### src/hdl/rtu_pkg.sv
// Constants for the clock update and tamper time-stamp block
package rtu_pkg;

    // ========================================
    // Timing
    localparam int CLK_PERIOD_NS = 20;
    localparam int HUND_PERIOD_NS = 10_000_000;
    localparam int HUND_CYCLES = HUND_PERIOD_NS / CLK_PERIOD_NS;
    localparam int WIN_NS = 1_000_000;
    localparam int WIN_CYCLES = WIN_NS / CLK_PERIOD_NS;

    // ========================================
    // Register offsets
    localparam logic [7:0] ADDR_SUBSEC = 8'h00;
    localparam logic [7:0] ADDR_SECONDS = 8'h01;
    localparam logic [7:0] ADDR_CENT_HOURS = 8'h03;
    localparam logic [7:0] ADDR_WEEKDAY = 8'h04;
    localparam logic [7:0] ADDR_CLOCK_LAST = 8'h07;
    localparam logic [7:0] ADDR_CAL = 8'h08;
    localparam logic [7:0] ADDR_FREEZE = 8'h0c;
    localparam logic [7:0] ADDR_FLAGS = 8'h0f;
    localparam logic [7:0] ADDR_TAMPER1 = 8'h14;
    localparam logic [7:0] ADDR_TAMPER2 = 8'h15;

    // ========================================
    // Field positions
    localparam int BIT_OSC_HALT = 7;
    localparam int BIT_FREEZE = 6;
    localparam int BIT_CENT_LOW = 6;
    localparam int BIT_CENT_HIGH = 7;
    localparam int BIT_ARM = 7;
    localparam int BIT_IRQ_EN = 6;
    localparam int BIT_STYLE = 5;
    localparam int BIT_POLARITY = 4;
    localparam int BIT_SAMPLE = 3;
    localparam int BIT_PULL = 2;
    localparam int BIT_FLAG_CH1 = 1;
    localparam int BIT_FLAG_CH2 = 0;

    // ========================================
    // Time bits of each clock byte, and values after reset
    localparam logic [7:0] TIME_MASK [8] = '{8'hff, 8'h7f, 8'h7f, 8'hff,
        8'h07, 8'h3f, 8'h1f, 8'hff};
    localparam logic [7:0] CLOCK_RST [8] = '{8'h00, 8'h00, 8'h00, 8'h00,
        8'h01, 8'h01, 8'h01, 8'h00};
    localparam logic [7:0] CAL_RST = 8'h00;
    localparam logic [7:0] TAMPER_RST = 8'h00;

endpackage : rtu_pkg

### src/hdl/rtu_tick.sv
// Divider chain giving the hundredth tick and the sampling window
`timescale 1ns/1ps
`default_nettype none

module rtu_tick #(
    parameter int HUND_CYCLES = rtu_pkg::HUND_CYCLES,
    parameter int WIN_CYCLES = rtu_pkg::WIN_CYCLES
) (
    input wire logic clk_sys,
    input wire logic reset,
    input wire logic run,
    input wire logic restart,
    output logic hund_tick,
    output logic ms_window
);

    localparam int W = $clog2(HUND_CYCLES);
    localparam logic [W-1:0] LAST = W'(HUND_CYCLES - 1);
    localparam logic [W-1:0] WIN = W'(WIN_CYCLES);

    logic [W-1:0] cnt_q;

    generate
        if (HUND_CYCLES < 2 || WIN_CYCLES < 1 || WIN_CYCLES >= HUND_CYCLES)
        begin : g_bad
            $error("rtu_tick: window must be shorter than the tick period");
        end
    endgenerate

    // ========================================
    // Counter
    always_ff @(posedge clk_sys or posedge reset) begin
        if (reset) begin
            cnt_q <= '0;
        end else if (restart) begin
            cnt_q <= '0;
        end else if (run) begin
            cnt_q <= (cnt_q == LAST) ? '0 : cnt_q + 1'b1;
        end
    end

    assign hund_tick = run && !restart && (cnt_q == LAST);
    assign ms_window = run && !restart && (cnt_q < WIN);

endmodule : rtu_tick

`default_nettype wire

### src/hdl/rtu_update.sv
// Clock register update control with tamper and power-down time-stamp
`timescale 1ns/1ps
`default_nettype none

// What this block does
// Sampling mode checks the tamper input for about 1 ms once a second.
// A disarmed or already tripped channel does no sensing at all.
// With the oscillator stopped, sampling mode falls back to continuous.
// Pull strength bit one picks the strong pull, zero the weak one.
// A tamper event stops copying time into clock bytes 00h to 07h.
// Disarming a channel clears its flag; copying resumes once no tamper flag is set.
// Software disarms both channels before reading the live time.
// Later tamper events keep the time-stamp of the first one.
// While any channel is armed, power-down does not set update freeze.
// Any clock byte write zeroes the sub-second byte; data written to 00h is dropped.
// Century bits sit in 03h D7..D6, weekday in 04h D2..D0.
// Oscillator halt bit in 01h D7 stops the oscillator; zero restarts it.
// Any write to 00h-07h loads the counters and restarts the divider.
// Software writes control bits in clock bytes before setting time.
// Copying pauses during clock byte access and during battery backup.
// Time and date are kept and shown in BCD.
// Power-down after a power failure sets the update freeze bit when no channel is armed.
// A freeze zeroes byte 00h, holds 01h-07h; counters keep running.
// Clearing the update freeze bit lets copying resume.
// A tamper flag sets on an event only while its channel is armed.
// Tamper flags are read only and clear only when disarmed.
// Second period and sample window come from the divider chain.
module rtu_update #(
    parameter int HUND_CYCLES = rtu_pkg::HUND_CYCLES,
    parameter int WIN_CYCLES = rtu_pkg::WIN_CYCLES
) (
    input wire logic clk_sys,
    input wire logic reset,
    input wire logic [7:0] reg_addr,
    input wire logic reg_wr,
    input wire logic [7:0] reg_wdata,
    input wire logic reg_rd,
    output logic [7:0] reg_rdata,
    input wire logic clock_access,
    input wire logic battery_backup,
    input wire logic [1:0] tamper_input,
    output logic [1:0] tamper_sense_en,
    output logic [1:0] tamper_pull_en,
    output logic [1:0] tamper_pull_strong,
    output logic [1:0] tamper_pull_up,
    output logic [1:0] tamper_flag,
    output logic update_freeze,
    output logic osc_enable
);

    // ========================================
    // Declarations
    logic [7:0] user_q [8];
    logic [7:0] int_q [8];
    logic [7:0] int_d [8];
    logic [7:0] cal_q;
    logic [7:0] tamper_q [2];
    logic [1:0] flag_q;
    logic [1:0] tin_meta_q;
    logic [1:0] tin_q;
    logic bb_meta_q;
    logic bb_q;
    logic bb_last_q;
    logic freeze_q;
    logic tfreeze_q;
    logic load_q;
    logic [7:0] reg_rdata_q;
    logic hund_tick;
    logic ms_window;
    logic osc_halt;
    logic clock_wr;
    logic frozen;
    logic copy_en;
    logic any_arm;
    logic sample_window;
    logic [1:0] eval;
    logic [1:0] event_hit;
    logic [1:0] disarm_wr;

    // ========================================
    // Helpers
    function automatic logic [8:0] bcd_step(input logic [7:0] v,
        input logic [7:0] last, input logic [7:0] first, input logic en);
        logic [8:0] r;
        r = {1'b0, v};
        if (en) begin
            if (v == last) begin
                r = {1'b1, first};
            end else if (v[3:0] == 4'h9) begin
                r = {1'b0, v[7:4] + 4'h1, 4'h0};
            end else begin
                r = {1'b0, v + 8'h01};
            end
        end
        return r;
    endfunction : bcd_step

    function automatic logic [7:0] month_days(input logic [7:0] mon,
        input logic [7:0] yr);
        logic leap;
        logic [7:0] r;
        leap = yr[4] ? (yr[3:0] == 4'h2 || yr[3:0] == 4'h6)
                     : (yr[3:0] == 4'h0 || yr[3:0] == 4'h4
                        || yr[3:0] == 4'h8);
        case (mon)
            8'h02: r = leap ? 8'h29 : 8'h28;
            8'h04, 8'h06, 8'h09, 8'h11: r = 8'h30;
            default: r = 8'h31;
        endcase
        return r;
    endfunction : month_days

    function automatic logic is_tamper_addr(input logic [7:0] a);
        return a == rtu_pkg::ADDR_TAMPER1 || a == rtu_pkg::ADDR_TAMPER2;
    endfunction : is_tamper_addr

    // ========================================
    // Decodes
    assign clock_wr = reg_wr && (reg_addr <= rtu_pkg::ADDR_CLOCK_LAST);
    assign osc_halt = user_q[1][rtu_pkg::BIT_OSC_HALT];
    assign osc_enable = !osc_halt;
    assign frozen = freeze_q || tfreeze_q;
    // No copy while counters reload, else stale time overwrites the write
    assign copy_en = !frozen && !clock_access && !bb_q
                     && !load_q;
    assign any_arm = tamper_q[0][rtu_pkg::BIT_ARM]
                     || tamper_q[1][rtu_pkg::BIT_ARM];
    assign sample_window = ms_window && (int_q[0] == 8'h00);

    // ========================================
    // Divider chain
    rtu_tick #(
        .HUND_CYCLES(HUND_CYCLES),
        .WIN_CYCLES(WIN_CYCLES)
    ) u_tick (
        .clk_sys(clk_sys),
        .reset(reset),
        .run(!osc_halt),
        .restart(load_q),
        .hund_tick(hund_tick),
        .ms_window(ms_window)
    );

    // ========================================
    // Pin synchronisers
    always_ff @(posedge clk_sys or posedge reset) begin
        if (reset) begin
            tin_meta_q <= 2'b00;
            tin_q <= 2'b00;
            bb_meta_q <= 1'b0;
            bb_q <= 1'b0;
            bb_last_q <= 1'b0;
        end else begin
            tin_meta_q <= tamper_input;
            tin_q <= tin_meta_q;
            bb_meta_q <= battery_backup;
            bb_q <= bb_meta_q;
            bb_last_q <= bb_q;
        end
    end

    // ========================================
    // Internal time counters in BCD
    always_comb begin
        logic [8:0] s;
        logic c;
        logic [1:0] cent;
        s = '0;
        c = hund_tick;
        cent = int_q[3][7:6];
        for (int i = 0; i < 8; i++) begin
            int_d[i] = int_q[i];
        end
        s = bcd_step(int_q[0], 8'h99, 8'h00, c);
        int_d[0] = s[7:0];
        c = s[8];
        s = bcd_step({1'b0, int_q[1][6:0]}, 8'h59, 8'h00, c);
        int_d[1] = s[7:0];
        c = s[8];
        s = bcd_step({1'b0, int_q[2][6:0]}, 8'h59, 8'h00, c);
        int_d[2] = s[7:0];
        c = s[8];
        s = bcd_step({2'b00, int_q[3][5:0]}, 8'h23, 8'h00, c);
        c = s[8];
        if (c) begin
            int_d[4] = (int_q[4][2:0] == 3'h7) ? 8'h01
                       : {5'h00, int_q[4][2:0] + 3'h1};
        end
        int_d[3][5:0] = s[5:0];
        s = bcd_step({2'b00, int_q[5][5:0]},
            month_days(int_q[6], int_q[7]), 8'h01, c);
        int_d[5] = s[7:0];
        c = s[8];
        s = bcd_step({3'b000, int_q[6][4:0]}, 8'h12, 8'h01, c);
        int_d[6] = s[7:0];
        c = s[8];
        s = bcd_step(int_q[7], 8'h99, 8'h00, c);
        int_d[7] = s[7:0];
        if (s[8]) begin
            cent = cent + 2'b01;
        end
        int_d[3][7:6] = cent;
    end

    // Counters run on through any freeze; a clock write reloads them
    always_ff @(posedge clk_sys or posedge reset) begin
        if (reset) begin
            for (int i = 0; i < 8; i++) begin
                int_q[i] <= rtu_pkg::CLOCK_RST[i];
            end
        end else if (load_q) begin
            for (int i = 0; i < 8; i++) begin
                int_q[i] <= user_q[i] & rtu_pkg::TIME_MASK[i];
            end
        end else begin
            for (int i = 0; i < 8; i++) begin
                int_q[i] <= int_d[i];
            end
        end
    end

    always_ff @(posedge clk_sys or posedge reset) begin
        if (reset) begin
            load_q <= 1'b0;
        end else begin
            load_q <= clock_wr;
        end
    end

    // ========================================
    // User clock bytes
    always_ff @(posedge clk_sys or posedge reset) begin
        if (reset) begin
            for (int i = 0; i < 8; i++) begin
                user_q[i] <= rtu_pkg::CLOCK_RST[i];
            end
        end else if (clock_wr) begin
            user_q[0] <= 8'h00;
            if (reg_addr != rtu_pkg::ADDR_SUBSEC) begin
                user_q[reg_addr[2:0]] <= reg_wdata;
            end
        end else if (frozen) begin
            user_q[0] <= 8'h00;
        end else if (copy_en) begin
            for (int i = 0; i < 8; i++) begin
                user_q[i] <= (user_q[i] & ~rtu_pkg::TIME_MASK[i])
                             | int_q[i];
            end
        end
    end

    // ========================================
    // Control bytes
    always_ff @(posedge clk_sys or posedge reset) begin
        if (reset) begin
            cal_q <= rtu_pkg::CAL_RST;
        end else if (reg_wr && reg_addr == rtu_pkg::ADDR_CAL) begin
            cal_q <= reg_wdata;
        end
    end

    always_ff @(posedge clk_sys or posedge reset) begin
        if (reset) begin
            freeze_q <= 1'b0;
        end else if (bb_q && !bb_last_q && !any_arm) begin
            freeze_q <= 1'b1;
        end else if (reg_wr && reg_addr == rtu_pkg::ADDR_FREEZE) begin
            freeze_q <= reg_wdata[rtu_pkg::BIT_FREEZE];
        end
    end

    // ========================================
    // Tamper channels
    generate
        for (genvar ch = 0; ch < 2; ch++) begin : g_tamper
            logic [7:0] cfg;
            logic [7:0] ch_addr;
            assign cfg = tamper_q[ch];
            assign ch_addr = (ch == 0) ? rtu_pkg::ADDR_TAMPER1
                                       : rtu_pkg::ADDR_TAMPER2;

            // Sensing only while armed and not yet tripped
            assign eval[ch] = cfg[rtu_pkg::BIT_ARM] && !flag_q[ch]
                && (!cfg[rtu_pkg::BIT_SAMPLE] || osc_halt
                    || sample_window);
            assign event_hit[ch] = eval[ch]
                && (tin_q[ch] == cfg[rtu_pkg::BIT_POLARITY]);
            assign disarm_wr[ch] = reg_wr && reg_addr == ch_addr
                && !reg_wdata[rtu_pkg::BIT_ARM];

            assign tamper_sense_en[ch] = eval[ch];
            assign tamper_pull_en[ch] = eval[ch]
                && !cfg[rtu_pkg::BIT_STYLE];
            assign tamper_pull_strong[ch] = cfg[rtu_pkg::BIT_PULL];
            assign tamper_pull_up[ch] = cfg[rtu_pkg::BIT_POLARITY];

            always_ff @(posedge clk_sys or posedge reset) begin
                if (reset) begin
                    tamper_q[ch] <= rtu_pkg::TAMPER_RST;
                end else if (reg_wr && reg_addr == ch_addr) begin
                    tamper_q[ch] <= reg_wdata;
                end
            end

            // Event wins over a disarm in the same cycle
            always_ff @(posedge clk_sys or posedge reset) begin
                if (reset) begin
                    flag_q[ch] <= 1'b0;
                end else if (event_hit[ch]) begin
                    flag_q[ch] <= 1'b1;
                end else if (disarm_wr[ch]) begin
                    flag_q[ch] <= 1'b0;
                end
            end
        end
    endgenerate

    // ========================================
    // Tamper time-stamp freeze
    always_ff @(posedge clk_sys or posedge reset) begin
        if (reset) begin
            tfreeze_q <= 1'b0;
        end else if (|event_hit) begin
            tfreeze_q <= 1'b1;
        end else if (flag_q == 2'b00) begin
            tfreeze_q <= 1'b0;
        end
    end

    // ========================================
    // Read port
    always_ff @(posedge clk_sys or posedge reset) begin
        if (reset) begin
            reg_rdata_q <= 8'h00;
        end else if (reg_rd) begin
            if (reg_addr <= rtu_pkg::ADDR_CLOCK_LAST) begin
                reg_rdata_q <= user_q[reg_addr[2:0]];
            end else if (reg_addr == rtu_pkg::ADDR_CAL) begin
                reg_rdata_q <= cal_q;
            end else if (reg_addr == rtu_pkg::ADDR_FREEZE) begin
                reg_rdata_q <= {1'b0, freeze_q, 6'h00};
            end else if (reg_addr == rtu_pkg::ADDR_FLAGS) begin
                reg_rdata_q <= {6'h00, flag_q[0], flag_q[1]};
            end else if (is_tamper_addr(reg_addr)) begin
                reg_rdata_q <= tamper_q[reg_addr[0]];
            end else begin
                reg_rdata_q <= 8'h00;
            end
        end
    end

    assign reg_rdata = reg_rdata_q;
    assign tamper_flag = flag_q;
    assign update_freeze = freeze_q;

endmodule : rtu_update

`default_nettype wire

### config.mk
export PLATFORM = sky130hd
export DESIGN_NAME = rtu_update
export DESIGN_NICKNAME = d
export VERILOG_FILES = /design/src/hdl/rtu_pkg.sv /design/src/hdl/rtu_tick.sv /design/src/hdl/rtu_update.sv
export SDC_FILE = /design/constraint.sdc
export NUM_CORES = 1
export LEC_CHECK = 0
export BUFFER_PORTS_ARGS = -buffer_cell sky130_fd_sc_hd__buf_2
export CAP_MARGIN = 30
export CORE_MARGIN = 2
export CORE_UTILIZATION = 56
export DETAILED_ROUTE_END_ITERATION = 6
export PLACE_DENSITY = 0.76
export SLEW_MARGIN = 20
export SYNTH_ARGS = -nofsm -noshare
export SYNTH_HDL_FRONTEND = slang
export SYNTH_HIERARCHICAL = 1
export SYNTH_SLANG_ARGS = --single-unit
export TNS_END_PERCENT = 30
### constraint.sdc
create_clock -name clk_sys -period 5 [get_ports clk_sys]
set_input_delay 1 -clock clk_sys [delete_from_list [all_inputs] [get_ports clk_sys]]
set_output_delay 1 -clock clk_sys [all_outputs]
set_load 0.05 [all_outputs]
# Yosys cells after proc, flatten, opt, wreduce, memory -nomap -nowiden
# Index checks and enable logic that the tools add are counted.
[totals]
ff_bits = 191
input_bits = 24
out_inout_bits = 20
elab_cells = 228
[op_classes]
add_sub_neg = 17
order_cmp = 5
n_eq_ne = 35
mux = 58
bitwise_logic = 7
n_reduce_logical = 70
[op_table]
columns = ["operator", "n"]
rows = [
  ["64-bit two-way mux", 4],
  ["8-bit two-way mux", 17],
  ["9-bit two-way mux", 14],
  ["64-bit bitwise mux", 1],
  ["19-bit two-way mux", 3],
  ["56-bit two-way mux", 1],
  ["8-bit bitwise OR", 5],
  ["4-bit equality test (second input constant)", 8],
  ["8-bit by 4-bit equality test with 1-bit output (second input constant)", 4],
  ["2-bit nonzero test", 13],
  ["1-bit logical AND", 25],
  ["8-bit binary-select mux with 3-bit select", 1],
  ["8-bit demux with 3-bit select", 1],
  ["8-bit by 5-bit equality test with 1-bit output (second input constant)", 3],
  ["19-bit by 1-bit adder with 19-bit output (second input constant)", 1],
  ["19-bit equality test (second input constant)", 1],
  ["19-bit by 16-bit < comparator with 1-bit output (second input constant)", 1],
  ["7-bit by 1-bit adder with 8-bit output (second input constant)", 2],
  ["8-bit by 1-bit adder with 8-bit output (second input constant)", 2],
  ["8-bit by 3-bit equality test with 1-bit output (second input constant)", 2],
  ["8-bit equality test (second input constant)", 2],
  ["6-bit by 1-bit adder with 7-bit output (second input constant)", 2],
  ["7-bit equality test (second input constant)", 2],
  ["1-bit zero test", 14],
  ["other kinds (38)", 63],
]

# Logic depth before layout (Yosys ltp)
[logic_depth]
word_depth = 13
ltp_mapped = 12
depth_no_buf = 11

# Cells and area by module
# The synthesis kept the hierarchy.
[by_module_without_submodules]
columns = ["module", "instances", "cells_per_inst", "area_per_inst_um2", "seq_area_each_um2"]
rows = [
  ["rtu_update", 1, 1007, 9225.1, 4111.4],
  ["rtu_tick", 1, 140, 1167.4, 475.5],
]

# Least setup slack after synthesis
# OpenSTA, ideal clock, no wires.
[synth_path]
path_kind = "reg2out"
from = "reg user_q (netlist bit osc_halt)"
to = "out tamper_pull_en[0]"
arrival_time_ns = 3.663
t_required_ns = 4.000
path_slack_ns = 0.337
path_stages_with_launch = 11
n_path_buf = 1
cell_sequence = "dfrtp_1 > inv_1 > clkbuf_1 > nand2b_1 > or4_1 > a31oi_1 > nand4b_1 > nor4_1 > nor2_1 > a21oi_1 > nor2b_1"
[synth_via]
elab_chain_cells = 7
word_cells_on_any_way = 8
classes_between = "8 x reduce/logical"
[synth_lines]
columns = ["element", "line", "text"]
rows = [
  ["from (decl)", "rtu_update.sv:53", "logic [7:0] user_q [8];"],
  ["from (signal, indexed assignment)", "rtu_update.sv:235", "user_q[i] <= rtu_pkg::CLOCK_RST[i];"],
  ["from (signal, indexed assignment)", "rtu_update.sv:240", "user_q[reg_addr[2:0]] <= reg_wdata;"],
  ["from (signal, indexed assignment)", "rtu_update.sv:246", "user_q[i] <= (user_q[i] & ~rtu_pkg::TIME_MASK[i])"],
  ["1-bit zero test", "-", ""],
  ["named net osc_enable", "rtu_update.sv:48", "output logic osc_enable"],
  ["1-bit logical AND (2 in a row)", "rtu_tick.sv:43", "assign ms_window = run && !restart && (cnt_q < WIN);"],
  ["named net ms_window", "rtu_update.sv:69", "logic ms_window;"],
  ["1-bit logical AND", "rtu_update.sv:128", "assign sample_window = ms_window && (int_q[0] == 8'h00);"],
  ["1-bit logical OR", "rtu_update.sv:285", "|| sample_window);"],
  ["1-bit logical AND", "rtu_update.sv:284", "&& (!cfg[rtu_pkg::BIT_SAMPLE] || osc_halt"],
  ["named net tamper_sense_en[0]", "rtu_update.sv:42", "output logic [1:0] tamper_sense_en,"],
  ["1-bit logical AND", "rtu_update.sv:293", "&& !cfg[rtu_pkg::BIT_STYLE];"],
  ["to (decl)", "rtu_update.sv:43", "output logic [1:0] tamper_pull_en,"],
]
# The timed path passes the listed nets, and every way through them passes these cells.

# Worst setup path in the final report
[layout_path]
from = "reg user_q (netlist bit osc_halt)"
to = "out tamper_pull_en[0]"
[layout_via]
elab_chain_cells = 7
word_cells_on_any_way = 8
classes_between = "8 x reduce/logical"
[layout_lines]
columns = ["element", "line", "text"]
rows = [
  ["1-bit zero test", "rtu_update.sv:138", ".run(!osc_halt),"],
  ["1-bit logical AND (2 in a row)", "rtu_tick.sv:43", ""],
  ["named net ms_window", "rtu_update.sv:69", ""],
  ["1-bit logical AND", "rtu_update.sv:128", ""],
  ["1-bit logical OR", "rtu_update.sv:285", ""],
  ["1-bit logical AND", "rtu_update.sv:284", ""],
  ["1-bit logical AND", "rtu_update.sv:293", ""],
]
# The timed path passes the listed nets, and every way through them passes these cells.

==> results.sh <==
export IMPL_synth_seq_area_share_pct=44.1
export IMPL_crit_arrival_ns=3.60
export IMPL_setup_viol=0
export IMPL_path_max_fanout=11
export IMPL_cts_tree="done"
export IMPL_final_cells=1393
export IMPL_setup_tns_final_ns=0
export IMPL_drt_wl_total_um=27600
export IMPL_r2r_slack_ns=0.98
export IMPL_ys_flop_type="dfrtp_1"
export IMPL_cp_slowest_cell="nor4_1"
export IMPL_start_util_pct=57.5
export IMPL_worst_pin_slew_ns=0.947
export IMPL_cts_root_buf="clkbuf_16"
export IMPL_grt_ovfl_total=0
export IMPL_io_pins=44
export IMPL_drc_errors=0
export IMPL_hold_path_class="flip-flop to flip-flop"
export IMPL_clock_latency_ns=0.45
export IMPL_cts_buffers_inserted=17
export IMPL_ys_ff_latch=183
export IMPL_path_cells="inv_1, nand2b_1, or4_1, a31oi_1, nand4b_1, nor4_1, nor2_1, a21oi_1, nor2b_1, buf_2"
export IMPL_crit_path_end_kind="primary output"
export IMPL_hold_viol=0
export IMPL_maxCapViolCount=0
export IMPL_post_cts_setup_buffer_count=0
export IMPL_diodes=0
export IMPL_holdBufCountCts=0
export IMPL_post_route_period_util_pct=91.9
export IMPL_first_pass_iters=6
export IMPL_path_clk_slew_ns=0.09
export IMPL_ys_warn_count=6
export IMPL_die_width_um=140
export IMPL_area_growth_pct=9.76
export IMPL_status="finished, final reports clean"
export IMPL_fin_skew_ns=0.0139
export IMPL_slowest_delay_ns=0.46
export IMPL_io_buffers=43
export IMPL_cts_buffer_depth=2
export IMPL_p_leak_nw=4.84
export IMPL_fin_util_pct=63.1
export IMPL_drt_iter0_drc=1148
export IMPL_slew_violations=0
export IMPL_crit_type="flip-flop to primary output"
export IMPL_syn_area_per_cell_sq_um=9.06
export IMPL_design_core_area_sq_um=18100
export IMPL_synthesis_area_sq_um=10400
export IMPL_grt_antenna_before_repair=0
export IMPL_track_usage_pct=28.7
export IMPL_ctsResizeCount=0
export IMPL_required_ns=4.00
export IMPL_grt_max_degree=165
export IMPL_nFillCells=1432
export IMPL_min_period_ns=4.60
export IMPL_vias_per_cell=6.44
export IMPL_fmax_mhz=218
export IMPL_synthArstFlopShare_pct=100
export IMPL_post_dp_hpwl_um=18400
export IMPL_synth_edff_count=0
export IMPL_die_height_um=140
export IMPL_rr_endpoint="int_q[1]$_DFFE_PP0P_"
export IMPL_slew_limit_headroom_pct=36.4
export IMPL_cts_sinks=183
export IMPL_synth_distinct_cells=78
export IMPL_startpoint_type="flip-flop"
export IMPL_crit_buf_inv=2
export IMPL_worst_r2r_path_depth=12
export IMPL_dieArea_sq_um=19700
export IMPL_worstHoldPathCells=0
export IMPL_r2r_start="u_tick/cnt_q[13]$_DFFE_PP0P_"
export IMPL_ant_nets=0
export IMPL_power_density_nw_per_um2=340
export IMPL_synth_nets=1196
export IMPL_drive_gt1_share_pct=14.3
export IMPL_htreeDepth=4
export IMPL_rows=49
export IMPL_vias=8970
export IMPL_grt_pass1_wl_um=44500
export IMPL_place_gp_congestion=0.861
export IMPL_nets=1200
export IMPL_grt_pass1_vias=8344
export IMPL_min_from="tin_meta_q[0]$_DFF_PP0_"
export IMPL_crit_start="osc_halt$_DFFE_PP0P_"
export IMPL_syn_inst=1147
export IMPL_min_to="tin_q[0]$_DFF_PP0_"
export IMPL_wl_per_cell_um=19.8
export IMPL_place_inst=1355
export IMPL_rsz0062_at_grt="false"
export IMPL_irDropWorstVdd_v=0.000269
export IMPL_critPathTopFamily="simple AND/OR/NAND/NOR gates"
-- synth_stat cells (7+ instances only) --
| master | instances | area share [%] |
|---|---|---|
| buf_2 | 9 | 0.43 |
| ha_1 | 25 | 3.0 |
| clkbuf_1 | 53 | 1.9 |
| nand4_1 | 11 | 0.66 |
| nand2b_1 | 7 | 0.42 |
| o21a_1 | 7 | 0.51 |
| nand3b_1 | 11 | 0.79 |
| a31oi_1 | 16 | 0.96 |
| nor3b_1 | 7 | 0.51 |
| mux2_2 | 38 | 4.1 |
| inv_1 | 31 | 1.1 |
| a22oi_1 | 8 | 0.58 |
| a21oi_1 | 107 | 5.2 |
| nand3_1 | 51 | 2.5 |
| o21ai_0 | 50 | 2.4 |
| nor4_1 | 9 | 0.54 |
| nor2b_1 | 9 | 0.54 |
| o211ai_1 | 7 | 0.51 |
| nor3_1 | 44 | 2.1 |
| o21ai_1 | 12 | 0.58 |
| nor2_1 | 105 | 3.8 |
| dfrtp_1 | 177 | 43 |
| mux4_2 | 16 | 3.5 |
| xnor2_1 | 10 | 0.84 |
| or3_1 | 13 | 0.78 |
| mux2i_1 | 19 | 1.8 |
| nand2_1 | 159 | 5.7 |
| and3_1 | 11 | 0.66 |
| o22ai_1 | 13 | 0.78 |
-- cell type report --
class | instances | area [sq um] | share of cell area, %
clock inverters | 15 | 224 | 1.96
clock buffers | 17 | 425 | 3.73
flip-flops and latches | 183 | 4590 | 40.2
well taps | 229 | 287 | 2.51
multi-input cells | 858 | 5380 | 47.2
repair buffers | 59 | 378 | 3.31
inverters | 32 | 124 | 1.09
-- worst max path at each step --
stage,endpoint,depth (start not counted)
2_1_floorplan,tamper_pull_en[0],10
3_3_place_gp,tamper_pull_en[1],10
6_report,tamper_pull_en[0],10
5_1_grt,tamper_pull_en[0],10
3_5_place_dp,user_q[47]$_DFFE_PP0P_,9
4_1_cts,tamper_pull_en[0],10
-- report_power, final --
part	leakage [nW]	internal [mW]	total (mW)	switching (mW)
combinational	2.16	0.251	0.577	0.327
sequential	2.37	1.64	1.88	0.231
clock	0.308	0.696	1.43	0.730
total	4.84	2.59	3.88	1.29
-- registers in the layout (all words and copies together), names as in the netlist --
name / flops
tin_meta_q: 2
tin_q: 2
bb_last_q: 1
tfreeze_q: 1
bb_meta_q: 1
user_q: 63
update_freeze: 1
reg_rdata: 8
bb_q: 1
int_q: 56
load_q: 1
osc_halt: 1
tamper_flag: 2
u_tick/cnt_q: 19
cal_q: 8
g_tamper.cfg: 16
-- logic make-up (layout without fill, tap and decap cells) --
group	Yosys count	count (layout)	share of synthesized area, %
and+or+nand+nor	474	474	22.3
AOI/OAI and AO/OA	271	271	15.8
DFF	183	183	44.1
buffers and inverters	106	123	4.11
muxes	73	73	9.41
adders and majority gates	25	25	3.01
xor gates and xnor gates	15	15	1.26
-- stage by stage --
| stage | setup WS, ns | hold WS (ns) | cell area, sq um | total power, mW |
|---|---|---|---|---|
| finish | 0.403 | 0.355 | 11400 | 3.88 |
| global placement | 0.981 | 0.336 | 10700 | 2.44 |
| CTS | 0.425 | 0.360 | 11400 | 3.87 |
| detailed placement | 0.899 | 0.340 | 10700 | 2.46 |
| floorplan | 0.337 | 0.331 | 10400 | 2.26 |
| global route | 0.223 | 0.363 | 11400 | 4.04 |
-- per-layer routing --
metal	part of all wire, %	vias to the layer above	global-route usage (%)
met1	45	4341	42.7
met5	0	-	0
met3	8.6	44	6.09
li1	-	4153	-
met4	2.1	0	8.13
met2	45	432	42.7
-- layout by cell type, fill, tap and decap left out, types with 8 or more instances in the layout --
cell type,count
nand3b_1,11
o21ai_0,50
ha_1,25
o21ai_1,12
nand3_1,51
nand2_1,158
o22ai_1,13
inv_1,30
buf_2,43
and3_1,11
mux2i_1,19
mux4_2,16
clkinv_8,10
a31oi_1,16
dfrtp_1,176
nor2_1,105
clkbuf_16,17
or3_1,13
a21oi_1,107
nor3_1,44
a22oi_1,8
mux2_2,38
buf_4,11
nor4_1,9
nand4_1,11
nor2b_1,9
xnor2_1,10
Power figures use the tool's default switching activity.
